[config.mk]
export PLATFORM = sky130hd
export DESIGN_NAME = discrete_io_logic_unit
export DESIGN_NICKNAME = d
export VERILOG_FILES = /design/src/pkg/dio_pkg.sv /design/src/discrete_io_logic_unit.sv
export SDC_FILE = /design/constraint.sdc
export NUM_CORES = 2
export LEC_CHECK = 0
export BUFFER_PORTS_ARGS = -buffer_cell sky130_fd_sc_hd__buf_2
export CAP_MARGIN = 30
export CORE_AREA = 5 5 273 275
export CTS_CLUSTER_DIAMETER = 60
export DETAILED_ROUTE_END_ITERATION = 8
export DIE_AREA = 0 0 278 280
export GPL_TIMING_DRIVEN = 1
export PLACE_DENSITY = 0.66
export REMOVE_ABC_BUFFERS = 1
export SYNTH_ARGS = -nofsm -noshare
export SYNTH_HDL_FRONTEND = slang
export SYNTH_SLANG_ARGS = --single-unit
[constraint.sdc]
create_clock -name pclk -period 20.7 [get_ports pclk]
set_input_delay 4.14 -clock pclk [delete_from_list [all_inputs] [get_ports pclk]]
set_output_delay 4.14 -clock pclk [all_outputs]
set_load 0.005 [all_outputs]
[src/pkg/dio_pkg.sv]
// constants, enumerations and carrier types of the discrete i/o logic unit
package dio_pkg;
   // ************************************************
   // timing
   // ************************************************
   localparam int CLK_HZ = 25_000_000;
   localparam int TICK_MS = 100;
   localparam int TICK_CYC = CLK_HZ / 1000 * TICK_MS;
   localparam int TICKS_PER_S = 1000 / TICK_MS;
   localparam int TC_MAX = 5000;
   localparam int HYS_MAX = 9999;
   // ************************************************
   // sizes
   // ************************************************
   localparam int N_DI = 10;
   localparam int N_DI_STD = 4;
   localparam int N_DO = 9;
   localparam int N_DO_STD = 5;
   localparam int N_EV = 3;
   localparam int N_TS = 16;
   localparam int N_SRC = N_TS + N_DI;
   localparam int N_LG = 8;
   // ************************************************
   // register byte offsets and reset values
   // ************************************************
   localparam logic [11:0] OFS_CTRL = 12'h000;
   localparam logic [11:0] OFS_FUNC_LO = 12'h004;
   localparam logic [11:0] OFS_FUNC_HI = 12'h008;
   localparam logic [11:0] OFS_CHSEL = 12'h00c;
   localparam logic [11:0] OFS_LOGIC0 = 12'h010;
   localparam logic [11:0] OFS_TC4 = 12'h030;
   localparam logic [11:0] OFS_TC5 = 12'h034;
   localparam logic [11:0] OFS_ROUTE = 12'h038;
   localparam logic [11:0] OFS_DIRECT = 12'h03c;
   localparam logic [11:0] OFS_ALARM = 12'h040;
   localparam logic [11:0] OFS_STATUS = 12'h044;
   localparam logic [11:0] OFS_DISTATE = 12'h048;
   localparam logic [31:0] RST_ZERO = 32'h0000_0000;
   localparam logic [31:0] RST_ALARM = 32'h0001_0000;
   // ************************************************
   // types
   // ************************************************
   typedef enum logic [3:0] {
      FN_NONE = 4'h0, FN_RUN = 4'h1, FN_RST = 4'h2, FN_HOLD = 4'h3,
      FN_STEP = 4'h4, FN_FIX = 4'h5, FN_HAND = 4'h6, FN_LOGIC = 4'h7,
      FN_PTN2 = 4'h8, FN_PTN3 = 4'h9, FN_PTN4 = 4'ha, FN_PTN5 = 4'hb
   } di_func_t;
   typedef enum logic [1:0] {
      C_PASS = 2'b00, C_NEG = 2'b01, C_TOGGLE = 2'b10
   } cond_t;
   typedef enum logic [1:0] {
      OP_AND = 2'b00, OP_OR = 2'b01, OP_XOR = 2'b10
   } op_t;
   typedef enum logic [1:0] {
      AL_OFF = 2'b00, AL_HIGH = 2'b01, AL_LOW = 2'b10
   } alarm_type_t;
   typedef struct packed {
      logic [1:0] op;
      logic [1:0] c2;
      logic [1:0] c1;
      logic [4:0] s2;
      logic [4:0] s1;
   } logic_cfg_t;
   typedef struct packed {
      logic cnt_mode;
      logic [12:0] preset;
   } tc_cfg_t;
   typedef struct packed {
      logic run;
      logic hold;
      logic step;
      logic hand;
      logic fix;
   } ch_cmd_t;
endpackage

[src/discrete_io_logic_unit.sv]
// contact input decoding, logic stage and switched outputs, apb registers
`timescale 1ns/10ps
// Function
// (RULE1) nine switched outputs, four need option
// (RULE2) outputs refresh once per 100 ms
// (RULE3) per-output polarity, closed or open asserted
// (RULE4) logic to outputs 1-5, direct 6-9
// (RULE5) ten contact inputs, six need option
// (RULE6) far side holds inputs 100 ms
// (RULE7) twelve input functions, channel one/two/both
// (RULE8) run switch: run while on, reset off
// (RULE9) forced reset holds reset while on
// (RULE10) hold suspends program while on
// (RULE11) advance steps program when asserted
// (RULE12) manual input selects hand operation
// (RULE13) 2-5 weighted bits pick 3/7/15/20 patterns
// (RULE14) logic results go to eight outputs
// (RULE15) operands: sixteen time signals or contacts
// (RULE16) sources pass, negate or toggle
// (RULE17) toggle refused on time signal source
// (RULE18) sources combined by and, or, xor
// (RULE19) outputs 4-5 only timer or counter
// (RULE20) timer off or 1 to 5000 s
// (RULE21) counter off or 1 to 5000 counts
// (RULE22) alarm hysteresis 1 to 9999 units
// (RULE23) alarm standby after power-up, reset-to-run
// (RULE24) toggle flips on rising source, resets clear; the latches clear only on presetn, not on forced reset
// (RULE25) timer after held time, counter after count
// (RULE26) sample and evaluate on 100 ms tick
module discrete_io_logic_unit #(
   parameter int TICK_CYCLES = dio_pkg::TICK_CYC
) (
   input wire logic pclk,
   input wire logic presetn,
   input wire logic psel,
   input wire logic penable,
   input wire logic pwrite,
   input wire logic [11:0] paddr,
   input wire logic [31:0] pwdata,
   output logic [31:0] prdata,
   output logic pready,
   output logic pslverr,
   input wire logic [dio_pkg::N_DI-1:0] contact_input,
   input wire logic option_fitted,
   input wire logic [dio_pkg::N_TS-1:0] time_signal_n,
   input wire logic signed [15:0] process_value,
   output logic [dio_pkg::N_DO-1:0] do_drive,
   output logic [dio_pkg::N_EV-1:0] event_output_n,
   output dio_pkg::ch_cmd_t channel_one,
   output dio_pkg::ch_cmd_t channel_two,
   output logic [4:0] start_pattern_select
);
   import dio_pkg::*;
   localparam int TW = $clog2(TICK_CYCLES);

   // ************************************************
   // helpers
   // ************************************************
   function automatic logic sel_f(input logic [N_SRC-1:0] v,
                                  input logic [4:0] s);
      sel_f = (s < 5'(N_SRC)) ? v[s] : 1'b0;
   endfunction
   function automatic logic cond_f(input logic [1:0] c, input logic v,
                                   input logic t);
      case (c)
         C_NEG: cond_f = !v;
         C_TOGGLE: cond_f = t;
         default: cond_f = v;
      endcase
   endfunction
   function automatic logic op_f(input logic [1:0] o, input logic a,
                                 input logic b);
      case (o)
         OP_OR: op_f = a | b;
         OP_XOR: op_f = a ^ b;
         default: op_f = a & b;
      endcase
   endfunction
   // toggle on a time signal silently falls back to pass
   function automatic logic_cfg_t fix_cfg(input logic_cfg_t c);
      fix_cfg = c;
      if (c.c1 == C_TOGGLE && c.s1 < 5'(N_TS)) begin // RULE17
         fix_cfg.c1 = C_PASS;
      end
      if (c.c2 == C_TOGGLE && c.s2 < 5'(N_TS)) begin // RULE17
         fix_cfg.c2 = C_PASS;
      end
   endfunction
   function automatic tc_cfg_t fix_tc(input logic [31:0] d);
      fix_tc.cnt_mode = d[16];
      fix_tc.preset = (d[12:0] > 13'(TC_MAX)) ? 13'(TC_MAX) : d[12:0];
   endfunction
   function automatic logic [4:0] lim_f(input logic [2:0] w);
      case (w)
         3'd2: lim_f = 5'd3;
         3'd3: lim_f = 5'd7;
         3'd4: lim_f = 5'd15;
         3'd5: lim_f = 5'd20;
         default: lim_f = 5'd0;
      endcase
   endfunction

   // ************************************************
   // registers
   // ************************************************
   logic [31:0] ctrl_r, func_lo_r, alarm_r;
   logic [7:0] func_hi_r;
   logic [19:0] chsel_r;
   logic_cfg_t lg_cfg_r [N_LG];
   tc_cfg_t tc_cfg_r [2];
   logic [8:0] route_r;
   logic [3:0] direct_r;
   wire [8:0] pol = ctrl_r[8:0];
   wire dual = ctrl_r[9];
   wire stby_en = ctrl_r[10];
   wire [1:0] sw_run = ctrl_r[12:11];
   wire [39:0] fn_all = {func_hi_r, func_lo_r};

   // ************************************************
   // tick, synchronisers, sampling
   // ************************************************
   logic [TW-1:0] tick_cnt_r;
   logic tick_r;
   logic [N_DI-1:0] di_s1_r, di_s2_r, di_smp_r;
   logic opt_s1_r, opt_s2_r;
   logic [N_SRC-1:0] src_prev_r;
   wire [N_DI-1:0] di_mask = opt_s2_r ? {N_DI{1'b1}} : N_DI'(4'hf);
   wire [N_SRC-1:0] src_vec = {di_smp_r, time_signal_n};
   wire [N_SRC-1:0] src_rise = src_vec & ~src_prev_r;

   // free-running 100 ms pacing tick
   always_ff @(posedge pclk or negedge presetn) begin
      if (!presetn) begin
         tick_cnt_r <= '0;
         tick_r <= 1'b0;
      end else begin
         tick_r <= (tick_cnt_r == TW'(TICK_CYCLES - 2)); // RULE26
         tick_cnt_r <= (tick_cnt_r == TW'(TICK_CYCLES - 1)) ?
                       '0 : tick_cnt_r + 1'b1;
      end
   end

   // contacts are sampled only on the tick, so a level shorter
   // than the tick period may be missed entirely
   always_ff @(posedge pclk or negedge presetn) begin
      if (!presetn) begin
         di_s1_r <= '0;
         di_s2_r <= '0;
         opt_s1_r <= 1'b0;
         opt_s2_r <= 1'b0;
         di_smp_r <= '0;
         src_prev_r <= '0;
      end else begin
         di_s1_r <= contact_input;
         di_s2_r <= di_s1_r;
         opt_s1_r <= option_fitted;
         opt_s2_r <= opt_s1_r;
         if (tick_r) begin
            di_smp_r <= di_s2_r & di_mask; // RULE5 RULE6 RULE26
            src_prev_r <= src_vec;
         end
      end
   end

   // ************************************************
   // contact input function decode
   // ************************************************
   logic [1:0] has_run, run_on, rst_on, hold_on, step_on, fix_on, hand_on;
   logic [3:0] fn;
   logic [1:0] chm;
   logic [4:0] pat_v;
   logic [2:0] pcnt, pw, w;
   ch_cmd_t cmd_nxt [2];
   wire [4:0] pat_lim = lim_f(pw);
   wire [4:0] pattern_nxt = (pat_v > pat_lim) ? pat_lim : pat_v;

   // each input acts on its channel(s); patterns take bits in input order
   always_comb begin
      has_run = '0;
      run_on = '0;
      rst_on = '0;
      hold_on = '0;
      step_on = '0;
      fix_on = '0;
      hand_on = '0;
      fn = '0;
      chm = '0;
      pat_v = '0;
      pcnt = '0;
      pw = '0;
      w = '0;
      for (int i = 0; i < N_DI; i++) begin
         fn = fn_all[4*i +: 4];
         chm = dual ? chsel_r[2*i +: 2] : 2'b01; // RULE7
         for (int c = 0; c < 2; c++) begin
            if (chm[c]) begin
               case (fn)
                  FN_RUN: begin
                     has_run[c] = 1'b1;
                     run_on[c] = run_on[c] | di_smp_r[i]; // RULE8
                  end
                  FN_RST: rst_on[c] = rst_on[c] | di_smp_r[i]; // RULE9
                  FN_HOLD: hold_on[c] = hold_on[c] | di_smp_r[i]; // RULE10
                  FN_STEP: step_on[c] = step_on[c] | src_rise[N_TS+i];
                  FN_FIX: fix_on[c] = fix_on[c] | di_smp_r[i];
                  FN_HAND: hand_on[c] = hand_on[c] | di_smp_r[i]; // RULE12
                  default: ;
               endcase
            end
         end
         if (fn >= FN_PTN2 && fn <= FN_PTN5) begin
            w = 3'(fn - FN_PTN2) + 3'd2; // RULE13
            if (w > pw) begin
               pw = w;
            end
            if (pcnt < w) begin
               pat_v[pcnt] = di_smp_r[i];
               pcnt = pcnt + 3'd1;
            end
         end
      end
      for (int c = 0; c < 2; c++) begin
         cmd_nxt[c].run = (has_run[c] ? run_on[c] : sw_run[c]) & ~rst_on[c];
         cmd_nxt[c].hold = hold_on[c];
         cmd_nxt[c].step = step_on[c]; // RULE11
         cmd_nxt[c].hand = hand_on[c];
         cmd_nxt[c].fix = fix_on[c];
      end
   end

   // ************************************************
   // logic stage: condition, combine, timer/counter
   // ************************************************
   logic [N_LG-1:0][1:0] tog_r, tog_nxt;
   logic [5:0] comb_res;
   logic [3:0] tc_sub_r [2];
   logic [12:0] tc_cnt_r [2];
   logic [1:0] tc_src, tc_out;

   // toggle latches flip on source rising edges only at the tick
   always_comb begin
      tog_nxt = tog_r;
      comb_res = '0;
      for (int k = 0; k < 6; k++) begin
         if (tick_r && lg_cfg_r[k].c1 == C_TOGGLE &&
             sel_f(src_rise, lg_cfg_r[k].s1)) begin
            tog_nxt[k][0] = !tog_r[k][0]; // RULE24
         end
         if (tick_r && lg_cfg_r[k].c2 == C_TOGGLE &&
             sel_f(src_rise, lg_cfg_r[k].s2)) begin
            tog_nxt[k][1] = !tog_r[k][1]; // RULE24
         end
         comb_res[k] = op_f(lg_cfg_r[k].op, // RULE18
            cond_f(lg_cfg_r[k].c1, sel_f(src_vec, lg_cfg_r[k].s1),
                   tog_r[k][0]), // RULE15 RULE16
            cond_f(lg_cfg_r[k].c2, sel_f(src_vec, lg_cfg_r[k].s2),
                   tog_r[k][1]));
      end
   end
   // outputs 4 and 5 come from source one through timer or counter
   for (genvar j = 0; j < 2; j++) begin : g_tc
      assign tc_src[j] = sel_f(src_vec, lg_cfg_r[N_EV+3+j].s1); // RULE19
      assign tc_out[j] = (tc_cfg_r[j].preset != '0) &&
                         (tc_cnt_r[j] >= tc_cfg_r[j].preset); // RULE25
      always_ff @(posedge pclk or negedge presetn) begin
         if (!presetn) begin
            tc_sub_r[j] <= '0;
            tc_cnt_r[j] <= '0;
         end else if (tick_r) begin
            if (tc_cfg_r[j].cnt_mode) begin
               if (!channel_one.run && !sw_run[0] && rst_on[0]) begin
                  tc_cnt_r[j] <= '0;
               end else if (tc_src[j] && !sel_f(src_prev_r,
                            lg_cfg_r[N_EV+3+j].s1) &&
                            tc_cnt_r[j] < tc_cfg_r[j].preset) begin
                  tc_cnt_r[j] <= tc_cnt_r[j] + 13'd1; // RULE21 RULE25
               end
            end else if (!tc_src[j]) begin
               tc_sub_r[j] <= '0;
               tc_cnt_r[j] <= '0;
            end else if (tc_sub_r[j] == 4'(TICKS_PER_S - 1)) begin
               tc_sub_r[j] <= '0;
               if (tc_cnt_r[j] < tc_cfg_r[j].preset) begin
                  tc_cnt_r[j] <= tc_cnt_r[j] + 13'd1; // RULE20 RULE25
               end
            end else begin
               tc_sub_r[j] <= tc_sub_r[j] + 4'd1;
            end
         end
      end
   end

   // ************************************************
   // alarm with hysteresis and standby
   // ************************************************
   logic alm_raw_r, stby_r;
   wire signed [17:0] pv_e = 18'(process_value);
   wire signed [17:0] thr_e = 18'(signed'(alarm_r[15:0]));
   wire signed [17:0] hys_e = signed'({4'h0, alarm_r[29:16]});
   wire [1:0] al_type = alarm_r[31:30];
   wire alm_hi = alm_raw_r ? (pv_e >= thr_e - hys_e) : (pv_e >= thr_e);
   wire alm_lo = alm_raw_r ? (pv_e <= thr_e + hys_e) : (pv_e <= thr_e);
   wire alm_raw_nxt = (al_type == AL_HIGH) ? alm_hi : // RULE22
                      (al_type == AL_LOW) ? alm_lo : 1'b0;
   wire alm_out = alm_raw_r & ~(stby_en & stby_r); // RULE23

   // standby re-arms at reset-to-run, clears once condition is false
   always_ff @(posedge pclk or negedge presetn) begin
      if (!presetn) begin
         alm_raw_r <= 1'b0;
         stby_r <= 1'b1;
      end else if (tick_r) begin
         alm_raw_r <= alm_raw_nxt;
         if (cmd_nxt[0].run && !channel_one.run) begin
            stby_r <= 1'b1; // RULE23
         end else if (!alm_raw_nxt) begin
            stby_r <= 1'b0;
         end
      end
   end

   // ************************************************
   // output stage, refreshed on the tick only, except the step pulses that clear the next cycle
   // ************************************************
   wire [8:0] do_state = {
      opt_s2_r ? (route_r[8:5] & direct_r | ~route_r[8:5] & {4{alm_out}})
               : 4'h0, // RULE1 RULE4
      route_r[4:3] & tc_out | ~route_r[4:3] & {2{alm_out}},
      route_r[2:0] & comb_res[5:3] | ~route_r[2:0] & {3{alm_out}}};
   wire [8:0] fit_mask = opt_s2_r ? 9'h1ff : 9'h01f;

   always_ff @(posedge pclk or negedge presetn) begin
      if (!presetn) begin
         do_drive <= '0;
         event_output_n <= '0;
         channel_one <= '0;
         channel_two <= '0;
         start_pattern_select <= '0;
         tog_r <= '0;
      end else begin
         tog_r <= tog_nxt;
         channel_one.step <= tick_r & cmd_nxt[0].step;
         channel_two.step <= tick_r & cmd_nxt[1].step;
         if (tick_r) begin
            do_drive <= (do_state ^ pol) & fit_mask; // RULE2 RULE3
            event_output_n <= comb_res[2:0]; // RULE14
            {channel_one.run, channel_one.hold} <=
               {cmd_nxt[0].run, cmd_nxt[0].hold};
            {channel_one.hand, channel_one.fix} <=
               {cmd_nxt[0].hand, cmd_nxt[0].fix};
            {channel_two.run, channel_two.hold} <=
               {cmd_nxt[1].run, cmd_nxt[1].hold};
            {channel_two.hand, channel_two.fix} <=
               {cmd_nxt[1].hand, cmd_nxt[1].fix};
            start_pattern_select <= pattern_nxt;
         end
      end
   end

   // ************************************************
   // apb slave: zero wait state, data set up in the setup phase
   // ************************************************
   wire setup = psel & ~penable;
   wire [9:0] widx = paddr[11:2];
   wire aligned = paddr[1:0] == 2'b00;
   wire lg_hit = aligned && paddr >= OFS_LOGIC0 && paddr < OFS_TC4;
   wire [2:0] lg_idx = 3'(widx - OFS_LOGIC0[11:2]);
   wire wr = psel & penable & pready & pwrite & ~pslverr;
   logic [31:0] rd_mux;
   logic rd_err;

   // read selection; unmapped or unaligned answers with pslverr
   always_comb begin
      rd_mux = '0;
      rd_err = 1'b0;
      if (lg_hit) begin
         rd_mux = 32'(lg_cfg_r[lg_idx]);
      end else if (!aligned) begin
         rd_err = 1'b1;
      end else begin
         case (paddr)
            OFS_CTRL: rd_mux = ctrl_r;
            OFS_FUNC_LO: rd_mux = func_lo_r;
            OFS_FUNC_HI: rd_mux = 32'(func_hi_r);
            OFS_CHSEL: rd_mux = 32'(chsel_r);
            OFS_TC4: rd_mux = 32'(tc_cfg_r[0]);
            OFS_TC5: rd_mux = 32'(tc_cfg_r[1]);
            OFS_ROUTE: rd_mux = 32'(route_r);
            OFS_DIRECT: rd_mux = 32'(direct_r);
            OFS_ALARM: rd_mux = alarm_r;
            OFS_STATUS: rd_mux = {7'h00, opt_s2_r, start_pattern_select,
               alm_out, channel_two.hand, channel_one.hand,
               channel_two.hold, channel_one.hold, channel_two.run,
               channel_one.run, event_output_n, do_drive};
            OFS_DISTATE: rd_mux = 32'(di_smp_r);
            default: rd_err = 1'b1;
         endcase
      end
   end

   always_ff @(posedge pclk or negedge presetn) begin
      if (!presetn) begin
         pready <= 1'b0;
         prdata <= '0;
         pslverr <= 1'b0;
      end else begin
         pready <= setup;
         prdata <= setup ? rd_mux : '0;
         pslverr <= setup & rd_err;
      end
   end

   // register writes take effect at the completing access edge
   always_ff @(posedge pclk or negedge presetn) begin
      if (!presetn) begin
         ctrl_r <= RST_ZERO;
         func_lo_r <= RST_ZERO;
         func_hi_r <= '0;
         chsel_r <= '0;
         lg_cfg_r <= '{default: '0};
         tc_cfg_r <= '{default: '0};
         route_r <= '0;
         direct_r <= '0;
         alarm_r <= RST_ALARM;
      end else if (wr) begin
         if (lg_hit) begin
            lg_cfg_r[lg_idx] <= fix_cfg(pwdata[15:0]); // RULE17
         end
         case (paddr)
            OFS_CTRL: ctrl_r <= {19'h0_0000, pwdata[12:0]};
            OFS_FUNC_LO: func_lo_r <= pwdata; // RULE7
            OFS_FUNC_HI: func_hi_r <= pwdata[7:0];
            OFS_CHSEL: chsel_r <= pwdata[19:0];
            OFS_TC4: tc_cfg_r[0] <= fix_tc(pwdata); // RULE20 RULE21
            OFS_TC5: tc_cfg_r[1] <= fix_tc(pwdata);
            OFS_ROUTE: route_r <= pwdata[8:0]; // RULE4
            OFS_DIRECT: direct_r <= pwdata[3:0];
            OFS_ALARM: alarm_r <= {pwdata[31:30],
               (pwdata[29:16] == 14'h0000) ? 14'h0001 :
               (pwdata[29:16] > 14'(HYS_MAX)) ? 14'(HYS_MAX) :
               pwdata[29:16], pwdata[15:0]}; // RULE22
            default: ;
         endcase
      end
   end

   // ************************************************
   // assertions
   // ************************************************
   logic [TW-1:0] gap_r;
   always_ff @(posedge pclk or negedge presetn) begin
      if (!presetn) begin
         gap_r <= '0;
      end else begin
         gap_r <= tick_r ? '0 : gap_r + 1'b1;
      end
   end
endmodule

==> results.md <==
* Status: finished clean
* Pwr dens at 53.8 nW/µm²
* DR vias at 30700
* WL final at 127 mm
* Post-layout min period at 17.01 ns
* Post-CTS repair timing setup buffer count at 0
* Initial antenna violation count at 8
* Crit path capture type: register
* Number of clock sinks at 464
* Leakage at 16.8 nW
* Via-per-instance ratio at 6.72
* Nets@finish at 3871
* Die Width at 278 µm
* Hold_buf cts at 0
* Rel. slew slack at 23.6%
* Unique masters post-synth at 93
* Num CTS Buffers at 58
* Slowest-stage cell, CP: a211oi_1
* Yosys top cell area share at 32.6%
* Final setup viols at 0
* Wire per inst at 27.7 µm
* Worst-path clk slew at 0.06 ns
* Area after DPL at 36800 µm²
* Setup WS pre-CTS at 4.14 ns
* Max-cap viol count at 0
* Drt first pass iters at 8
* First-pass GRT wire length at 190 mm
* Initial core utilization at 49.1%
* Post-CTS sizing at 0
* Internal Power at 0.00156 W
* Mapped Cells at 3561
* RSZ-0062 raised after global routing: false
* CTS tree: built
* Switching pwr at 0.000525 W
* F_max at 58.8 MHz
* Worst Path Max Fanout at 9
* Area contributors post-synth: dfrtp_1 (33%), mux4_2 (13%), mux2_2 (7.8%)
* Clk_skew at 0.0290 ns
* Skew-Pair Late Insertion Delay at 0.64 ns
* WHS Endpoint: opt_s2_r$_DFF_PN0_
* Hold Startpoint: opt_s1_r$_DFF_PN0_
* Total Routing Usage GR at 31.6%
* Share of cells above drive strength 1 at 22.1%
* Post-route ant nets at 0
* # rows at 99
* Worst Path Arrival at 17.57 ns
* Fin area at 38800 µm²
* Port Buffer Count at 152
* Flop-to-flop setup slack at 3.69 ns
* RR Startpoint: func_lo_r[1]$_DFFE_PN0P_
* Clock share of power at 50.0%
* Hold Crit Class: register to register
* Die height at 280 µm
* Yosys Warn Count at 0
* Slew Viols, Final at 0
* Synth Register Bits at 464
* Period utilisation layout at 82.2%
* I/O pin total at 153
* Commonest cells after routing, fill and taps aside: dfrtp_1 (461), nand2_1 (362), mux2_2 (246)
* CP max stage delay at 0.65 ns
* Syn avg cell area at 9.95 µm²
* Cell taking the most area after synthesis: dfrtp_1
* DR iter-0 viols at 3380
* Main synth FF type: dfrtp_1
* Worst Hold Path Cells at 0
* Post-synth ARST share at 100%
* Vias in the first global route at 29800
* Area Growth Syn to Fin at 9.69%
* Crit start category: register
* Reg2reg path depth at 79
* Gpl congestion at 1.01
* Crit Path Class: register to register
* Number of synthesized flops with an enable pin at 0
* Final Hold Vio Count at 0
* Most common cell after layout, fill and taps aside: dfrtp_1
* H-tree levels at 2
* DP HPWL at 89.7 mm
* Reg-to-Reg End: start_pattern_select[2]$_DFFE_PN0P_
* Root Buffer: clkbuf_16
* Flop pwr share at 43.7%
* Largest net degree at the start of global routing at 113
* Comb power frac at 6.3%
* Synthesized cell area at 35400 µm²
* Final setup TNS at 0 ns
* Grt ovf at 0
* Sequential element share of the synthesized area at 32.8%
* Worst IR Drop VDD at 0.0654 mV
* Slew of the pin with the lowest slew margin at 1.14 ns
* Final Power at 0.00209 W
* Critical Path RT at 21.26 ns
* Final WS setup at 3.69 ns
* Placeable Area at 72100 µm²
* Max Root-Sink Buffers at 3
* Die area at 77800 µm²
* # DRC at 0
* Switching Share at 25.1%
kinds of logic after synthesis:
family	Yosys count	share of synthesized area, %
and+or+nand+nor	989	13.4
AOI/OAI and AO/OA	747	14.1
muxes	546	23.8
buffers and inverters	497	5.31
DFF	464	32.8
adders and majority gates	222	7.89
xor gates and xnor gates	96	2.69
final cells by class:
cell class	instances	area [µm²]
tap	959	1200
timing repair buffer	206	1240
sequential	464	11600
clock inverter	29	350
inverter	227	855
multi-input combinational	2600	21900
fill	6472	33200
antenna	3	7.51
clock buffer	77	1640
routing by layer:
metal / global-route usage (%) / share of wire, %
met1: 41.7 / 38
met2: 47.8 / 43
met3: 8.30 / 11
met4: 17.8 / 7.3
met5: 0 / 0.010
how the worst max path moves through the flow:
stage,slack [ns],endpoint,start
global route,2.32,start_pattern_select[1]$_DFFE_PN0P_,func_lo_r[1]$_DFFE_PN0P_
finish,3.69,start_pattern_select[2]$_DFFE_PN0P_,func_lo_r[1]$_DFFE_PN0P_
CTS,4.00,start_pattern_select[2]$_DFFE_PN0P_,func_lo_r[1]$_DFFE_PN0P_
floorplan,6.38,start_pattern_select[2]$_DFFE_PN0P_,func_lo_r[2]$_DFFE_PN0P_
detailed placement,4.14,start_pattern_select[2]$_DFFE_PN0P_,func_lo_r[1]$_DFFE_PN0P_
global placement,4.48,start_pattern_select[2]$_DFFE_PN0P_,func_lo_r[1]$_DFFE_PN0P_
critical path: cells and delay by family (launching register included):
kind,cells,cell delay [ns]
fa+ha+maj,11,3.15
buf+inv,11,1.10
mux,3,1.11
compound gates,38,8.78
flops,1,0.48
simple gates,16,2.26
sequential cells by signal, summed over array words and instances (netlist names), 8 cells and up:
name	count
do_drive	9
route_r	9
tog_r	12
lg_cfg_r	128
func_lo_r	32
chsel_r	20
di_smp_r	10
tc_cnt_r	26
di_s2_r	10
tc_sub_r	8
func_hi_r	8
ctrl_r	13
tick_cnt_r	22
src_prev_r	26
tc_cfg_r	28
di_s1_r	10
alarm_r	32
prdata	32
synthesized netlist by cell type, types with 7 or more instances:
master       n
a21o_1      22
a31oi_1     30
o31ai_1     13
nand2_1    362
inv_1      223
mux4_2     212
nand3b_1    11
a221o_1     10
and3_1      32
nor4b_1      8
o21a_1      27
nor4_1      43
nand2b_1    53
a211oi_1    27
a222oi_1    18
a221oi_1    46
mux2i_1     87
o22ai_1     36
o211ai_1     8
a22oi_1     36
dfrtp_1    462
o21bai_1     8
xor2_1      29
nor3_1      39
or3_1       10
ha_1       220
mux2_2     246
nand4_1     44
buf_1       46
o21ai_0    211
nor3b_1      9
clkbuf_1   218
nor2b_1     58
xnor2_1     60
a21oi_1    138
o2bb2ai_1    7
o31a_1       7
and2_1      22
nand3_1     88
a2111oi_0    7
nor2_1     188
a22o_1      30
power by group through the flow:
stage,Combinational [W],Sequential (W),Clock [W]
floorplan,0.0000480,0.000927,0
global placement,0.000126,0.000929,0
detailed placement,0.000128,0.000929,0
CTS,0.000129,0.000912,0.00106
global route,0.000141,0.000912,0.00110
finish,0.000133,0.000912,0.00104
stage by stage:
step | hold slack [ns] | cells | utilization, %
floorplan | 0.331 | 3291 | -
global placement | 0.334 | 4448 | 51.0
detailed placement | 0.335 | 4453 | 51.1
CTS | 0.348 | 4559 | 53.8
global route | 0.356 | 4563 | 53.9
finish | 0.345 | 4565 | 53.9
(Power assumes the default switching activity.)
